**config.mk**
```make
export PLATFORM = sky130hd
export DESIGN_NAME = halt_mode_controller
export DESIGN_NICKNAME = d
export VERILOG_FILES = /design/src/hw/halt_mode_pkg.sv /design/src/hw/halt_mode_controller.sv
export SDC_FILE = /design/constraint.sdc
export NUM_CORES = 1
export LEC_CHECK = 0
export BUFFER_PORTS_ARGS = -buffer_cell sky130_fd_sc_hd__buf_4
export CELL_PAD_IN_SITES_DETAIL_PLACEMENT = 1
export CELL_PAD_IN_SITES_GLOBAL_PLACEMENT = 2
export CORE_AREA = 5 5 124 126
export DETAILED_ROUTE_END_ITERATION = 8
export DIE_AREA = 0 0 129 131
export PLACE_DENSITY = 0.76
export RECOVER_POWER = 100
export SLEW_MARGIN = 40
export SYNTH_ARGS = -nofsm -noshare
export SYNTH_HDL_FRONTEND = slang
export SYNTH_SLANG_ARGS = --single-unit
```
**constraint.sdc**
```tcl
create_clock -name clk -period 3.3 [get_ports clk]
set_clock_uncertainty 0.1 [all_clocks]
set_input_delay 0.66 -clock clk [delete_from_list [all_inputs] [get_ports clk]]
set_output_delay 0.66 -clock clk [all_outputs]
set_load 0.1 [all_outputs]
```
**src/hw/halt_mode_pkg.sv**
```systemverilog
// Notes on behaviour
// RULE1 - Halt instruction with timebase and auto-wake enables clear enters plain Halt.
// RULE2 - Halt left by wake interrupt or reset: oscillator on, 256/4096 cycle delay, resume.
// RULE3 - Entering Halt forces mask bits to 10b; a pending interrupt wakes at once.
// RULE4 - In Halt the main oscillator, CPU and peripherals are stopped.
// RULE5 - Watchdog-halt option decides if halt with watchdog on gives watchdog reset.
// RULE6 - Halt instruction with timebase enable set, auto-wake clear enters Active-halt.
// RULE7 - Active-halt is left on timebase interrupt, other wake interrupts, or reset.
// RULE8 - Start-up delay after Active-halt only on reset exit, never on interrupt exit.
// RULE9 - Entering Active-halt clears mask bits; a pending interrupt wakes at once.
// RULE10 - In Active-halt only main oscillator and timebase counter keep running.
// RULE11 - Active-halt never produces a watchdog reset on the halt instruction.
// RULE12 - Halt instruction with auto-wake set, timebase clear enters auto-wakeup Halt.
// RULE13 - Auto-wakeup Halt runs wake RC clock through fixed divider and prescaler.
// RULE14 - On expiry: set flag and interrupt, start oscillator, delay, then service it.
// RULE15 - Reading the auto-wake control/status register clears flag and its interrupt.
// RULE16 - Measurement bit in Run routes wake RC clock to timer capture input two.
// RULE17 - Entering auto-wakeup Halt forces mask bits to 10b; pending interrupt wakes.
// RULE18 - Auto-wakeup Halt stops main oscillator and peripherals, wake RC excepted.
// RULE19 - Auto-wakeup Halt follows the watchdog-halt option like plain Halt.
// RULE20 - Before wake service push condition codes, set mask to priority; pop restores.
// RULE21 - Opcode byte 8Eh is decoded as the halt instruction.
// RULE22 - Software ensures a wake source, configures wake pins, may clear pending bits.
// RULE23 - Auto-wake halt lasts 64 times prescaler wake RC periods plus RC start-up.
// RULE24 - Prescaler value 00h is forbidden; a write of 00h leaves it unchanged.
// RULE25 - Prescaler resets to FFh; values 01h to FFh divide by their own value.
// RULE26 - CPU clock stays gated until the stabilisation count ends, then vectors.
package halt_mode_pkg;

    ////////////////////////////////////////////////////////////////////////////////
    // Register indices; byte address is four times the index
    localparam logic [7:0] IDX_AUTO_WAKE_CTRL_STATUS = 8'h2E;
    localparam logic [7:0] IDX_AUTO_WAKE_PRESCALER   = 8'h2F;
    localparam logic [7:0] IDX_HALT_CONFIG           = 8'h30;
    localparam logic [7:0] IDX_HALT_STATUS           = 8'h31;

    // Auto-wake control/status fields
    localparam int AWCS_ENABLE_BIT  = 0;
    localparam int AWCS_MEASURE_BIT = 1;
    localparam int AWCS_FLAG_BIT    = 2;

    // Halt configuration fields
    localparam int CFG_TIMEBASE_IRQ_EN_BIT = 0;
    localparam int CFG_WDG_HALT_OPTION_BIT = 1;
    localparam int CFG_LONG_STARTUP_BIT    = 2;

    // Reset values
    localparam logic [7:0] RST_AUTO_WAKE_PRESCALER = 8'hFF;
    localparam logic [2:0] RST_HALT_CONFIG         = 3'h4;

    // Opcodes and mask levels
    localparam logic [7:0] OPC_HALT        = 8'h8E;
    localparam logic [1:0] MASK_HALT_ENTRY = 2'h2;
    localparam logic [1:0] MASK_ACT_ENTRY  = 2'h0;

    // Timing counts, in CPU cycles or wake RC periods
    localparam logic [11:0] STARTUP_SHORT_CYCLES = 12'h100;
    localparam logic [12:0] STARTUP_LONG_CYCLES  = 13'h1000;
    localparam logic [5:0]  WAKE_FIXED_DIV_LAST  = 6'h3F;
    localparam logic [7:0]  RC_START_PERIODS     = 8'h02;

    ////////////////////////////////////////////////////////////////////////////////
    // Power state, one-hot
    typedef enum logic [4:0] {
        ST_RUN     = 5'h01,
        ST_HALT    = 5'h02,
        ST_ACTIVE  = 5'h04,
        ST_AWU     = 5'h08,
        ST_STARTUP = 5'h10
    } power_state_t;

endpackage

```
**src/hw/halt_mode_controller.sv**
```systemverilog
`timescale 1ns/1ps
module halt_mode_controller
(
    // Clock and reset
    input  wire logic        clk,
    input  wire logic        rst,
    // Wishbone slave
    input  wire logic        wb_cyc_i,
    input  wire logic        wb_stb_i,
    input  wire logic        wb_we_i,
    input  wire logic [7:0]  wb_adr_i,
    input  wire logic [3:0]  wb_sel_i,
    input  wire logic [31:0] wb_dat_i,
    output logic      [31:0] wb_dat_o,
    output logic             wb_ack_o,
    // CPU core and interrupt controller
    input  wire logic        opcode_valid,
    input  wire logic [7:0]  opcode_byte,
    input  wire logic        wake_irq_pending,
    input  wire logic        timebase_irq,
    input  wire logic [1:0]  isr_priority,
    input  wire logic [1:0]  cpu_mask_level,
    input  wire logic        cc_pop,
    input  wire logic        watchdog_enabled,
    // Wake RC oscillator
    input  wire logic        wake_rc_clock,
    // Clock gating and control outputs
    output logic             main_osc_en,
    output logic             cpu_clk_en,
    output logic             periph_clk_en,
    output logic             timebase_clk_en,
    output logic             wake_rc_en,
    output logic             timer_capture_input_two,
    output logic             cc_push,
    output logic             cc_mask_force,
    output logic [1:0]       cc_mask_value,
    output logic             cpu_vector_go,
    output logic             vector_is_reset,
    output logic             watchdog_reset_req,
    output logic             auto_wake_irq
);

    ////////////////////////////////////////////////////////////////////////////////
    // State
    typedef struct packed {
        halt_mode_pkg::power_state_t state;
        logic [12:0] stab_cnt;
        logic [12:0] stab_age;
        logic [5:0]  div_cnt;
        logic [7:0]  pre_cnt;
        logic [7:0]  rcs_cnt;
        logic        rc_meta;
        logic        rc_sync;
        logic        rc_prev;
        logic        wake_reset;
        logic [1:0]  saved_mask;
        logic        auto_wake_enable;
        logic        auto_wake_measure;
        logic        auto_wake_flag;
        logic [7:0]  auto_wake_prescaler;
        logic        timebase_irq_enable;
        logic        watchdog_halt_option;
        logic        long_startup;
        logic        ack;
        logic [31:0] rdata;
        logic        osc_en;
        logic        cpu_en;
        logic        per_en;
        logic        tb_en;
        logic        rc_en;
        logic        cap_two;
        logic        push;
        logic        mforce;
        logic [1:0]  mval;
        logic        vgo;
        logic        vreset;
        logic        wdg_req;
    } ctl_t;

    ctl_t state_ff;
    ctl_t nxt_state;

    logic        bus_req;
    logic        bus_wr;
    logic        bus_rd;
    logic [7:0]  bus_idx;
    logic        halt_decoded;
    logic        rc_rise;
    logic [12:0] stab_last;

    assign bus_req      = wb_cyc_i && wb_stb_i && !state_ff.ack;
    assign bus_wr       = bus_req && wb_we_i && wb_sel_i[0];
    assign bus_rd       = bus_req && !wb_we_i;
    assign bus_idx      = {2'h0, wb_adr_i[7:2]};
    assign halt_decoded = opcode_valid && (opcode_byte == halt_mode_pkg::OPC_HALT); // RULE21
    assign rc_rise      = state_ff.rc_sync && !state_ff.rc_prev;
    assign stab_last    = state_ff.long_startup ? (halt_mode_pkg::STARTUP_LONG_CYCLES - 13'h1)
                        : {1'b0, halt_mode_pkg::STARTUP_SHORT_CYCLES - 12'h1};

    ////////////////////////////////////////////////////////////////////////////////
    // Next state
    always_comb
    begin
        nxt_state         = state_ff;
        nxt_state.rc_meta = wake_rc_clock;
        nxt_state.rc_sync = state_ff.rc_meta;
        nxt_state.rc_prev = state_ff.rc_sync;
        nxt_state.push    = 1'b0;
        nxt_state.mforce  = 1'b0;
        nxt_state.vgo     = 1'b0;
        nxt_state.wdg_req = 1'b0;
        nxt_state.ack     = bus_req;

        // Register writes
        if (bus_wr)
        begin
            case (bus_idx)
                halt_mode_pkg::IDX_AUTO_WAKE_CTRL_STATUS:
                begin
                    nxt_state.auto_wake_enable  = wb_dat_i[halt_mode_pkg::AWCS_ENABLE_BIT];
                    nxt_state.auto_wake_measure = wb_dat_i[halt_mode_pkg::AWCS_MEASURE_BIT];
                end
                halt_mode_pkg::IDX_AUTO_WAKE_PRESCALER:
                begin
                    if (wb_dat_i[7:0] != 8'h00) // RULE24
                    begin
                        nxt_state.auto_wake_prescaler = wb_dat_i[7:0];
                    end
                end
                halt_mode_pkg::IDX_HALT_CONFIG:
                begin
                    nxt_state.timebase_irq_enable =
                        wb_dat_i[halt_mode_pkg::CFG_TIMEBASE_IRQ_EN_BIT];
                    nxt_state.watchdog_halt_option =
                        wb_dat_i[halt_mode_pkg::CFG_WDG_HALT_OPTION_BIT];
                    nxt_state.long_startup = wb_dat_i[halt_mode_pkg::CFG_LONG_STARTUP_BIT];
                end
                default:
                begin
                end
            endcase
        end

        // Register reads; unmapped reads return zero
        nxt_state.rdata = 32'h0000_0000;
        if (bus_rd)
        begin
            case (bus_idx)
                halt_mode_pkg::IDX_AUTO_WAKE_CTRL_STATUS:
                begin
                    nxt_state.rdata[halt_mode_pkg::AWCS_ENABLE_BIT]  = state_ff.auto_wake_enable;
                    nxt_state.rdata[halt_mode_pkg::AWCS_MEASURE_BIT] = state_ff.auto_wake_measure;
                    nxt_state.rdata[halt_mode_pkg::AWCS_FLAG_BIT]    = state_ff.auto_wake_flag;
                    nxt_state.auto_wake_flag = 1'b0; // RULE15
                end
                halt_mode_pkg::IDX_AUTO_WAKE_PRESCALER:
                begin
                    nxt_state.rdata[7:0] = state_ff.auto_wake_prescaler;
                end
                halt_mode_pkg::IDX_HALT_CONFIG:
                begin
                    nxt_state.rdata[halt_mode_pkg::CFG_TIMEBASE_IRQ_EN_BIT] =
                        state_ff.timebase_irq_enable;
                    nxt_state.rdata[halt_mode_pkg::CFG_WDG_HALT_OPTION_BIT] =
                        state_ff.watchdog_halt_option;
                    nxt_state.rdata[halt_mode_pkg::CFG_LONG_STARTUP_BIT] = state_ff.long_startup;
                end
                halt_mode_pkg::IDX_HALT_STATUS:
                begin
                    nxt_state.rdata[4:0] = state_ff.state;
                end
                default:
                begin
                end
            endcase
        end

        // Mask restore when the condition codes come back off the stack
        if (cc_pop)
        begin
            nxt_state.mforce = 1'b1; // RULE20
            nxt_state.mval   = state_ff.saved_mask;
        end

        case (state_ff.state)
            halt_mode_pkg::ST_RUN:
            begin
                if (halt_decoded)
                begin
                    nxt_state.saved_mask = cpu_mask_level;
                    nxt_state.mforce     = 1'b1;
                    if (state_ff.timebase_irq_enable)
                    begin
                        nxt_state.state = halt_mode_pkg::ST_ACTIVE; // RULE6 RULE11
                        nxt_state.mval  = halt_mode_pkg::MASK_ACT_ENTRY; // RULE9
                    end
                    else if (watchdog_enabled && !state_ff.watchdog_halt_option)
                    begin
                        nxt_state.wdg_req = 1'b1; // RULE5 RULE19
                        nxt_state.mforce  = 1'b0;
                    end
                    else
                    begin
                        nxt_state.mval = halt_mode_pkg::MASK_HALT_ENTRY; // RULE3 RULE17
                        nxt_state.div_cnt = 6'h00;
                        nxt_state.pre_cnt = 8'h00;
                        nxt_state.rcs_cnt = 8'h00;
                        if (state_ff.auto_wake_enable)
                        begin
                            nxt_state.state = halt_mode_pkg::ST_AWU; // RULE12
                        end
                        else
                        begin
                            nxt_state.state = halt_mode_pkg::ST_HALT; // RULE1
                        end
                    end
                end
            end
            halt_mode_pkg::ST_HALT:
            begin
                if (wake_irq_pending)
                begin
                    nxt_state.state    = halt_mode_pkg::ST_STARTUP; // RULE2 RULE3
                    nxt_state.stab_cnt = 13'h0000;
                end
            end
            halt_mode_pkg::ST_ACTIVE:
            begin
                if (wake_irq_pending || timebase_irq)
                begin
                    nxt_state.state  = halt_mode_pkg::ST_RUN; // RULE7 RULE8
                    nxt_state.vgo    = 1'b1;
                    nxt_state.vreset = 1'b0;
                    nxt_state.push   = 1'b1;
                    nxt_state.mforce = 1'b1;
                    nxt_state.mval   = isr_priority;
                end
            end
            halt_mode_pkg::ST_AWU:
            begin
                if (rc_rise) // RULE13 RULE23
                begin
                    if (state_ff.rcs_cnt != halt_mode_pkg::RC_START_PERIODS)
                    begin
                        nxt_state.rcs_cnt = state_ff.rcs_cnt + 8'h01;
                    end
                    else if (state_ff.div_cnt != halt_mode_pkg::WAKE_FIXED_DIV_LAST)
                    begin
                        nxt_state.div_cnt = state_ff.div_cnt + 6'h01;
                    end
                    else
                    begin
                        nxt_state.div_cnt = 6'h00;
                        nxt_state.pre_cnt = state_ff.pre_cnt + 8'h01;
                    end
                end
                if (state_ff.pre_cnt == state_ff.auto_wake_prescaler)
                begin
                    nxt_state.auto_wake_flag = 1'b1; // RULE14
                    nxt_state.state          = halt_mode_pkg::ST_STARTUP;
                    nxt_state.stab_cnt       = 13'h0000;
                end
                else if (wake_irq_pending)
                begin
                    nxt_state.state    = halt_mode_pkg::ST_STARTUP;
                    nxt_state.stab_cnt = 13'h0000;
                end
            end
            halt_mode_pkg::ST_STARTUP:
            begin
                if (state_ff.stab_cnt == stab_last) // RULE26
                begin
                    nxt_state.state  = halt_mode_pkg::ST_RUN;
                    nxt_state.vgo    = 1'b1;
                    nxt_state.vreset = state_ff.wake_reset;
                    nxt_state.wake_reset = 1'b0;
                    if (!state_ff.wake_reset)
                    begin
                        nxt_state.push   = 1'b1; // RULE20
                        nxt_state.mforce = 1'b1;
                        nxt_state.mval   = isr_priority;
                    end
                end
                else
                begin
                    nxt_state.stab_cnt = state_ff.stab_cnt + 13'h0001; // RULE2
                end
            end
            default:
            begin
                nxt_state.state = halt_mode_pkg::ST_RUN;
            end
        endcase

        // Clock gating follows the coming state
        nxt_state.osc_en = !(nxt_state.state inside {halt_mode_pkg::ST_HALT,
                                                     halt_mode_pkg::ST_AWU}); // RULE4 RULE18
        nxt_state.cpu_en = (nxt_state.state == halt_mode_pkg::ST_RUN); // RULE26
        nxt_state.per_en = (nxt_state.state == halt_mode_pkg::ST_RUN); // RULE10
        nxt_state.tb_en  = (nxt_state.state inside {halt_mode_pkg::ST_RUN,
                                                    halt_mode_pkg::ST_ACTIVE});
        nxt_state.rc_en  = (nxt_state.state == halt_mode_pkg::ST_AWU)
                        || ((nxt_state.state == halt_mode_pkg::ST_RUN)
                            && nxt_state.auto_wake_measure);
        nxt_state.cap_two = (state_ff.state == halt_mode_pkg::ST_RUN)
                         && state_ff.auto_wake_measure && state_ff.rc_sync; // RULE16
        // Cycles spent in start-up, watched by the start-up age check
        nxt_state.stab_age = (state_ff.state == halt_mode_pkg::ST_STARTUP)
                           ? state_ff.stab_age + 13'h0001 : 13'h0000;
    end

    ////////////////////////////////////////////////////////////////////////////////
    // Registers
    always_ff @(posedge clk or posedge rst)
    begin
        if (rst)
        begin
            state_ff                      <= '0;
            state_ff.state                <= halt_mode_pkg::ST_STARTUP;
            state_ff.wake_reset           <= 1'b1;
            state_ff.auto_wake_prescaler  <= halt_mode_pkg::RST_AUTO_WAKE_PRESCALER; // RULE25
            state_ff.timebase_irq_enable  <= halt_mode_pkg::RST_HALT_CONFIG[0];
            state_ff.watchdog_halt_option <= halt_mode_pkg::RST_HALT_CONFIG[1];
            state_ff.long_startup         <= halt_mode_pkg::RST_HALT_CONFIG[2];
            state_ff.osc_en               <= 1'b1;
            state_ff.tb_en                <= 1'b1;
        end
        else
        begin
            state_ff <= nxt_state;
        end
    end

    assign wb_dat_o                = state_ff.rdata;
    assign wb_ack_o                = state_ff.ack;
    assign main_osc_en             = state_ff.osc_en;
    assign cpu_clk_en              = state_ff.cpu_en;
    assign periph_clk_en           = state_ff.per_en;
    assign timebase_clk_en         = state_ff.tb_en;
    assign wake_rc_en              = state_ff.rc_en;
    assign timer_capture_input_two = state_ff.cap_two;
    assign cc_push                 = state_ff.push;
    assign cc_mask_force           = state_ff.mforce;
    assign cc_mask_value           = state_ff.mval;
    assign cpu_vector_go           = state_ff.vgo;
    assign vector_is_reset         = state_ff.vreset;
    assign watchdog_reset_req      = state_ff.wdg_req;
    assign auto_wake_irq           = state_ff.auto_wake_flag;
endmodule

```
==> impl_metrics.csv <==
group,metric,value,unit
global_route,grt-ovfl-total,0,
logic_synthesis,yosysUniqueCellTypes,66,
floorplan,rows,44,
logic_synthesis,async_reset_ff_frac,1.00,
sta,finalWorstSetupSlack,0.530,ns
logic_synthesis,synth-edff-count,0,
clocking,cts_inserted_buffers,9,
floorplan,die-width,129,µm
place,dp_cells,679,
logic_synthesis,synthCells,458,
power_and_ir_drop,pwr_density_cell,478,nW/µm²
route,dr.pass1.iters,4,
logic_synthesis,syn_area,4530,µm²
critical_path,cp_slowest_cell,"nor4_1",
clocking,worstSkewPairLatency,0.34,ns
critical_path,cp-start-kind,"flip-flop",
logic_synthesis,syn_area_per_cell,9.90,µm²
sta,max_slew_margin,-0.0530,
logic_synthesis,synth_compound_area_frac,0.156,
clocking,clock_path_buffers,2,
logic_synthesis,synth-adder-area-share,0.0138,
global_route,grt_max_degree,35,
power_and_ir_drop,power_leakage,2.32,nW
job,max_cap_viol_count,1,
sta,tightest_slew,1.57,ns
logic_synthesis,synth_top_area_share,0.375,
sta,rsz0062_at_grt,"false",
floorplan,design.die.area,16900,µm²
logic_synthesis,synth-seq-cells,81,
route,avgRoutedWirePerCell,17.8,µm
critical_path,crit_chain,"nor3_1 > nand2_1 > nor4_1 > clkbuf_1 > a22o_1 > a21o_1",
sta,finalHoldViolCount,0,
critical_path,cpPeakStageDelay,0.75,ns
critical_path,path_delay_family,"simple AND/OR/NAND/NOR gates",
clocking,htreeDepth,3,
place,io_buffers,60,
route,wl,12.4,mm
sta,fin_tns_setup,0,ns
outcome,status,"finished, violations left",
global_route,grt_pass1_wl,20.2,mm
critical_path,worstSetupEndpointType,"flip-flop",
sta,setup_violations,0,
critical_path,worst-path-buf-inv,1,
global_route,antenna_found_initial,0,
clocking,root_buffer,"clkbuf_16",
power_and_ir_drop,totalPowerFinal,2.51,mW
place,gp_congestion,0.797,
clocking,post-cts-setup-buffers,0,
logic_synthesis,synth-simple-area-share,0.225,
logic_synthesis,synth_seq_area_share,0.451,
floorplan,core,14200,µm²
critical_path,cp_data_arrival_time,2.95,ns
logic_synthesis,synth.most_common_cell,"dfrtp_1",
global_route,grt_pass1_vias,3988,
logic_synthesis,synth_flop_cell,"dfrtp_1",
route,dr.first_iter.drc_count,128,
route,dr_total_vias,3703,
logic_synthesis,synth_mux_area_frac,0.0464,
cells_and_area,drive_gt1_frac,0.176,
cells_and_area,syn2layout_area_growth,15.5,%
cells_and_area,fillCellCount,1647,
clocking,clk_pin_slew,0.06,ns
sta,min_period,2.77,ns
critical_path,critical_path_class,"flip-flop to flip-flop",
global_route,grt_most_used_layer,"met2",
critical_path,cp.required,3.48,ns
cells_and_area,num-nets-final,578,
critical_path,critical_path.max_fanout,11,
clocking,cts_tree,"yes",
sta,post-route-period-util,0.839,
logic_synthesis,synth_area_leader_cell,"dfrtp_1",
floorplan,die_h,131,µm
global_route,use_met1,0.185,
clocking,ctsHoldBuffers,0,
sta,holdWs,0.272,ns
cells_and_area,final_cell_count_no_fill,695,
cells_and_area,multi_input_area,2190,µm²
cells_and_area,antenna_cells_inserted,0,
sta,slew_viol_final,35,
logic_synthesis,synth_common_cells,"dfrtp_1, nand2_1, buf_4, nor2_1, nand3_1",
global_route,use_met3,0.0374,
floorplan,start_util,0.319,
cells_and_area,postLayoutCoreUtil,0.369,
power_and_ir_drop,peakVddDrop,0.000206,V
global_route,globalRouteMet2Util,0.256,
worst_hold_path,hp-class,"flip-flop to flip-flop",
sta,fmax,361,MHz
place,place_area,5030,µm²
floorplan,ios,114,
logic_synthesis,synth_top_family_by_area,"simple AND/OR/NAND/NOR gates",
logic_synthesis,yosys_warnings,0,
route,remaining_drc_errors,0,
place,pre_cts_ws,0.535,ns
place,place_hpwl,9.12,mm
clocking,post_cts_resized,0,
route,ant_nets,0,
logic_synthesis,ys_top_cells_by_area,"dfrtp_1, dfstp_2, buf_4",
route,via_per_inst,5.33,
logic_synthesis,synthXorXnorAreaFrac,0.0251,
outcome,violations,"max-capacitance violations, max-slew violations",
cells_and_area,regArea,2040,µm²
global_route,grt_usage,0.151,
cells_and_area,fin_area,5240,µm²
clocking,cts_sinks,81,
final timing paths:
kind	endpoint	slack [ns]	depth (start not counted)	start
worst max-delay path	wake_rc_en	0.53	6	state_ff[116]
min in group asynchronous	state_ff[106]	0.59	2	rst
worst min register to register	nxt_state[63]	0.27	0	nxt_state[64]
worst min-delay path	nxt_state[63]	0.27	0	nxt_state[64]
worst max register to register	wake_rc_en	0.53	6	state_ff[116]
max in group asynchronous	wb_ack_o	1.05	3	rst
sequential cells by signal (all words and copies together) (netlist names), 2 cells and up:
name and count:
nxt_state 2, wb_dat_o 8, state_ff 57, cc_mask_value 2
power by group:
part | total [mW] | leakage (nW) | switching [mW] | internal, mW
combinational | 0.320 | 1.19 | 0.254 | 0.0653
clock | 1.14 | 0.166 | 0.431 | 0.710
sequential | 1.05 | 0.969 | 0.0269 | 1.02
cell usage in the layout (no fill, tap or decap), types with 8 or more instances in the layout:
cell type,count
xor2_1,11
or4_1,13
nor2_1,22
o21ai_0,15
clkbuf_1,28
conb_1,24
dfstp_2,13
dfrtp_1,68
mux2_2,15
nand4_1,11
o211ai_1,11
a21oi_1,13
clkbuf_16,9
nor3_1,8
nand2_1,36
nand3_1,19
nor4_1,10
and3_1,13
buf_4,37
area by class of cell:
class                      instances  area share
sequential                        81       0.390
inverter                           9     0.00669
clock buffer                      11      0.0482
clock inverter                     5      0.0165
tap                              184      0.0439
multi-input combinational        337       0.418
timing repair buffer              68      0.0769
logic make-up (layout without fill, tap and decap cells):
| group | after synthesis | count (layout) |
|---|---|---|
| flip-flops | 81 | 81 |
| multiplexers | 19 | 19 |
| AO/OA/AOI/OAI | 98 | 98 |
| other | 1 | 24 |
| adder cells (fa/ha/maj) | 5 | 5 |
| buffers and inverters | 63 | 93 |
| XOR/XNOR | 13 | 13 |
| AND/OR/NAND/NOR | 178 | 178 |
routing by layer:
| layer | vias to the layer above | wire, µm |
|---|---|---|
| met5 | - | 0 |
| met4 | 0 | 202 |
| met3 | 18 | 469 |
| met2 | 67 | 6360 |
| met1 | 1875 | 5340 |
| li1 | 1743 | - |
Power figures use the tool's default switching activity.
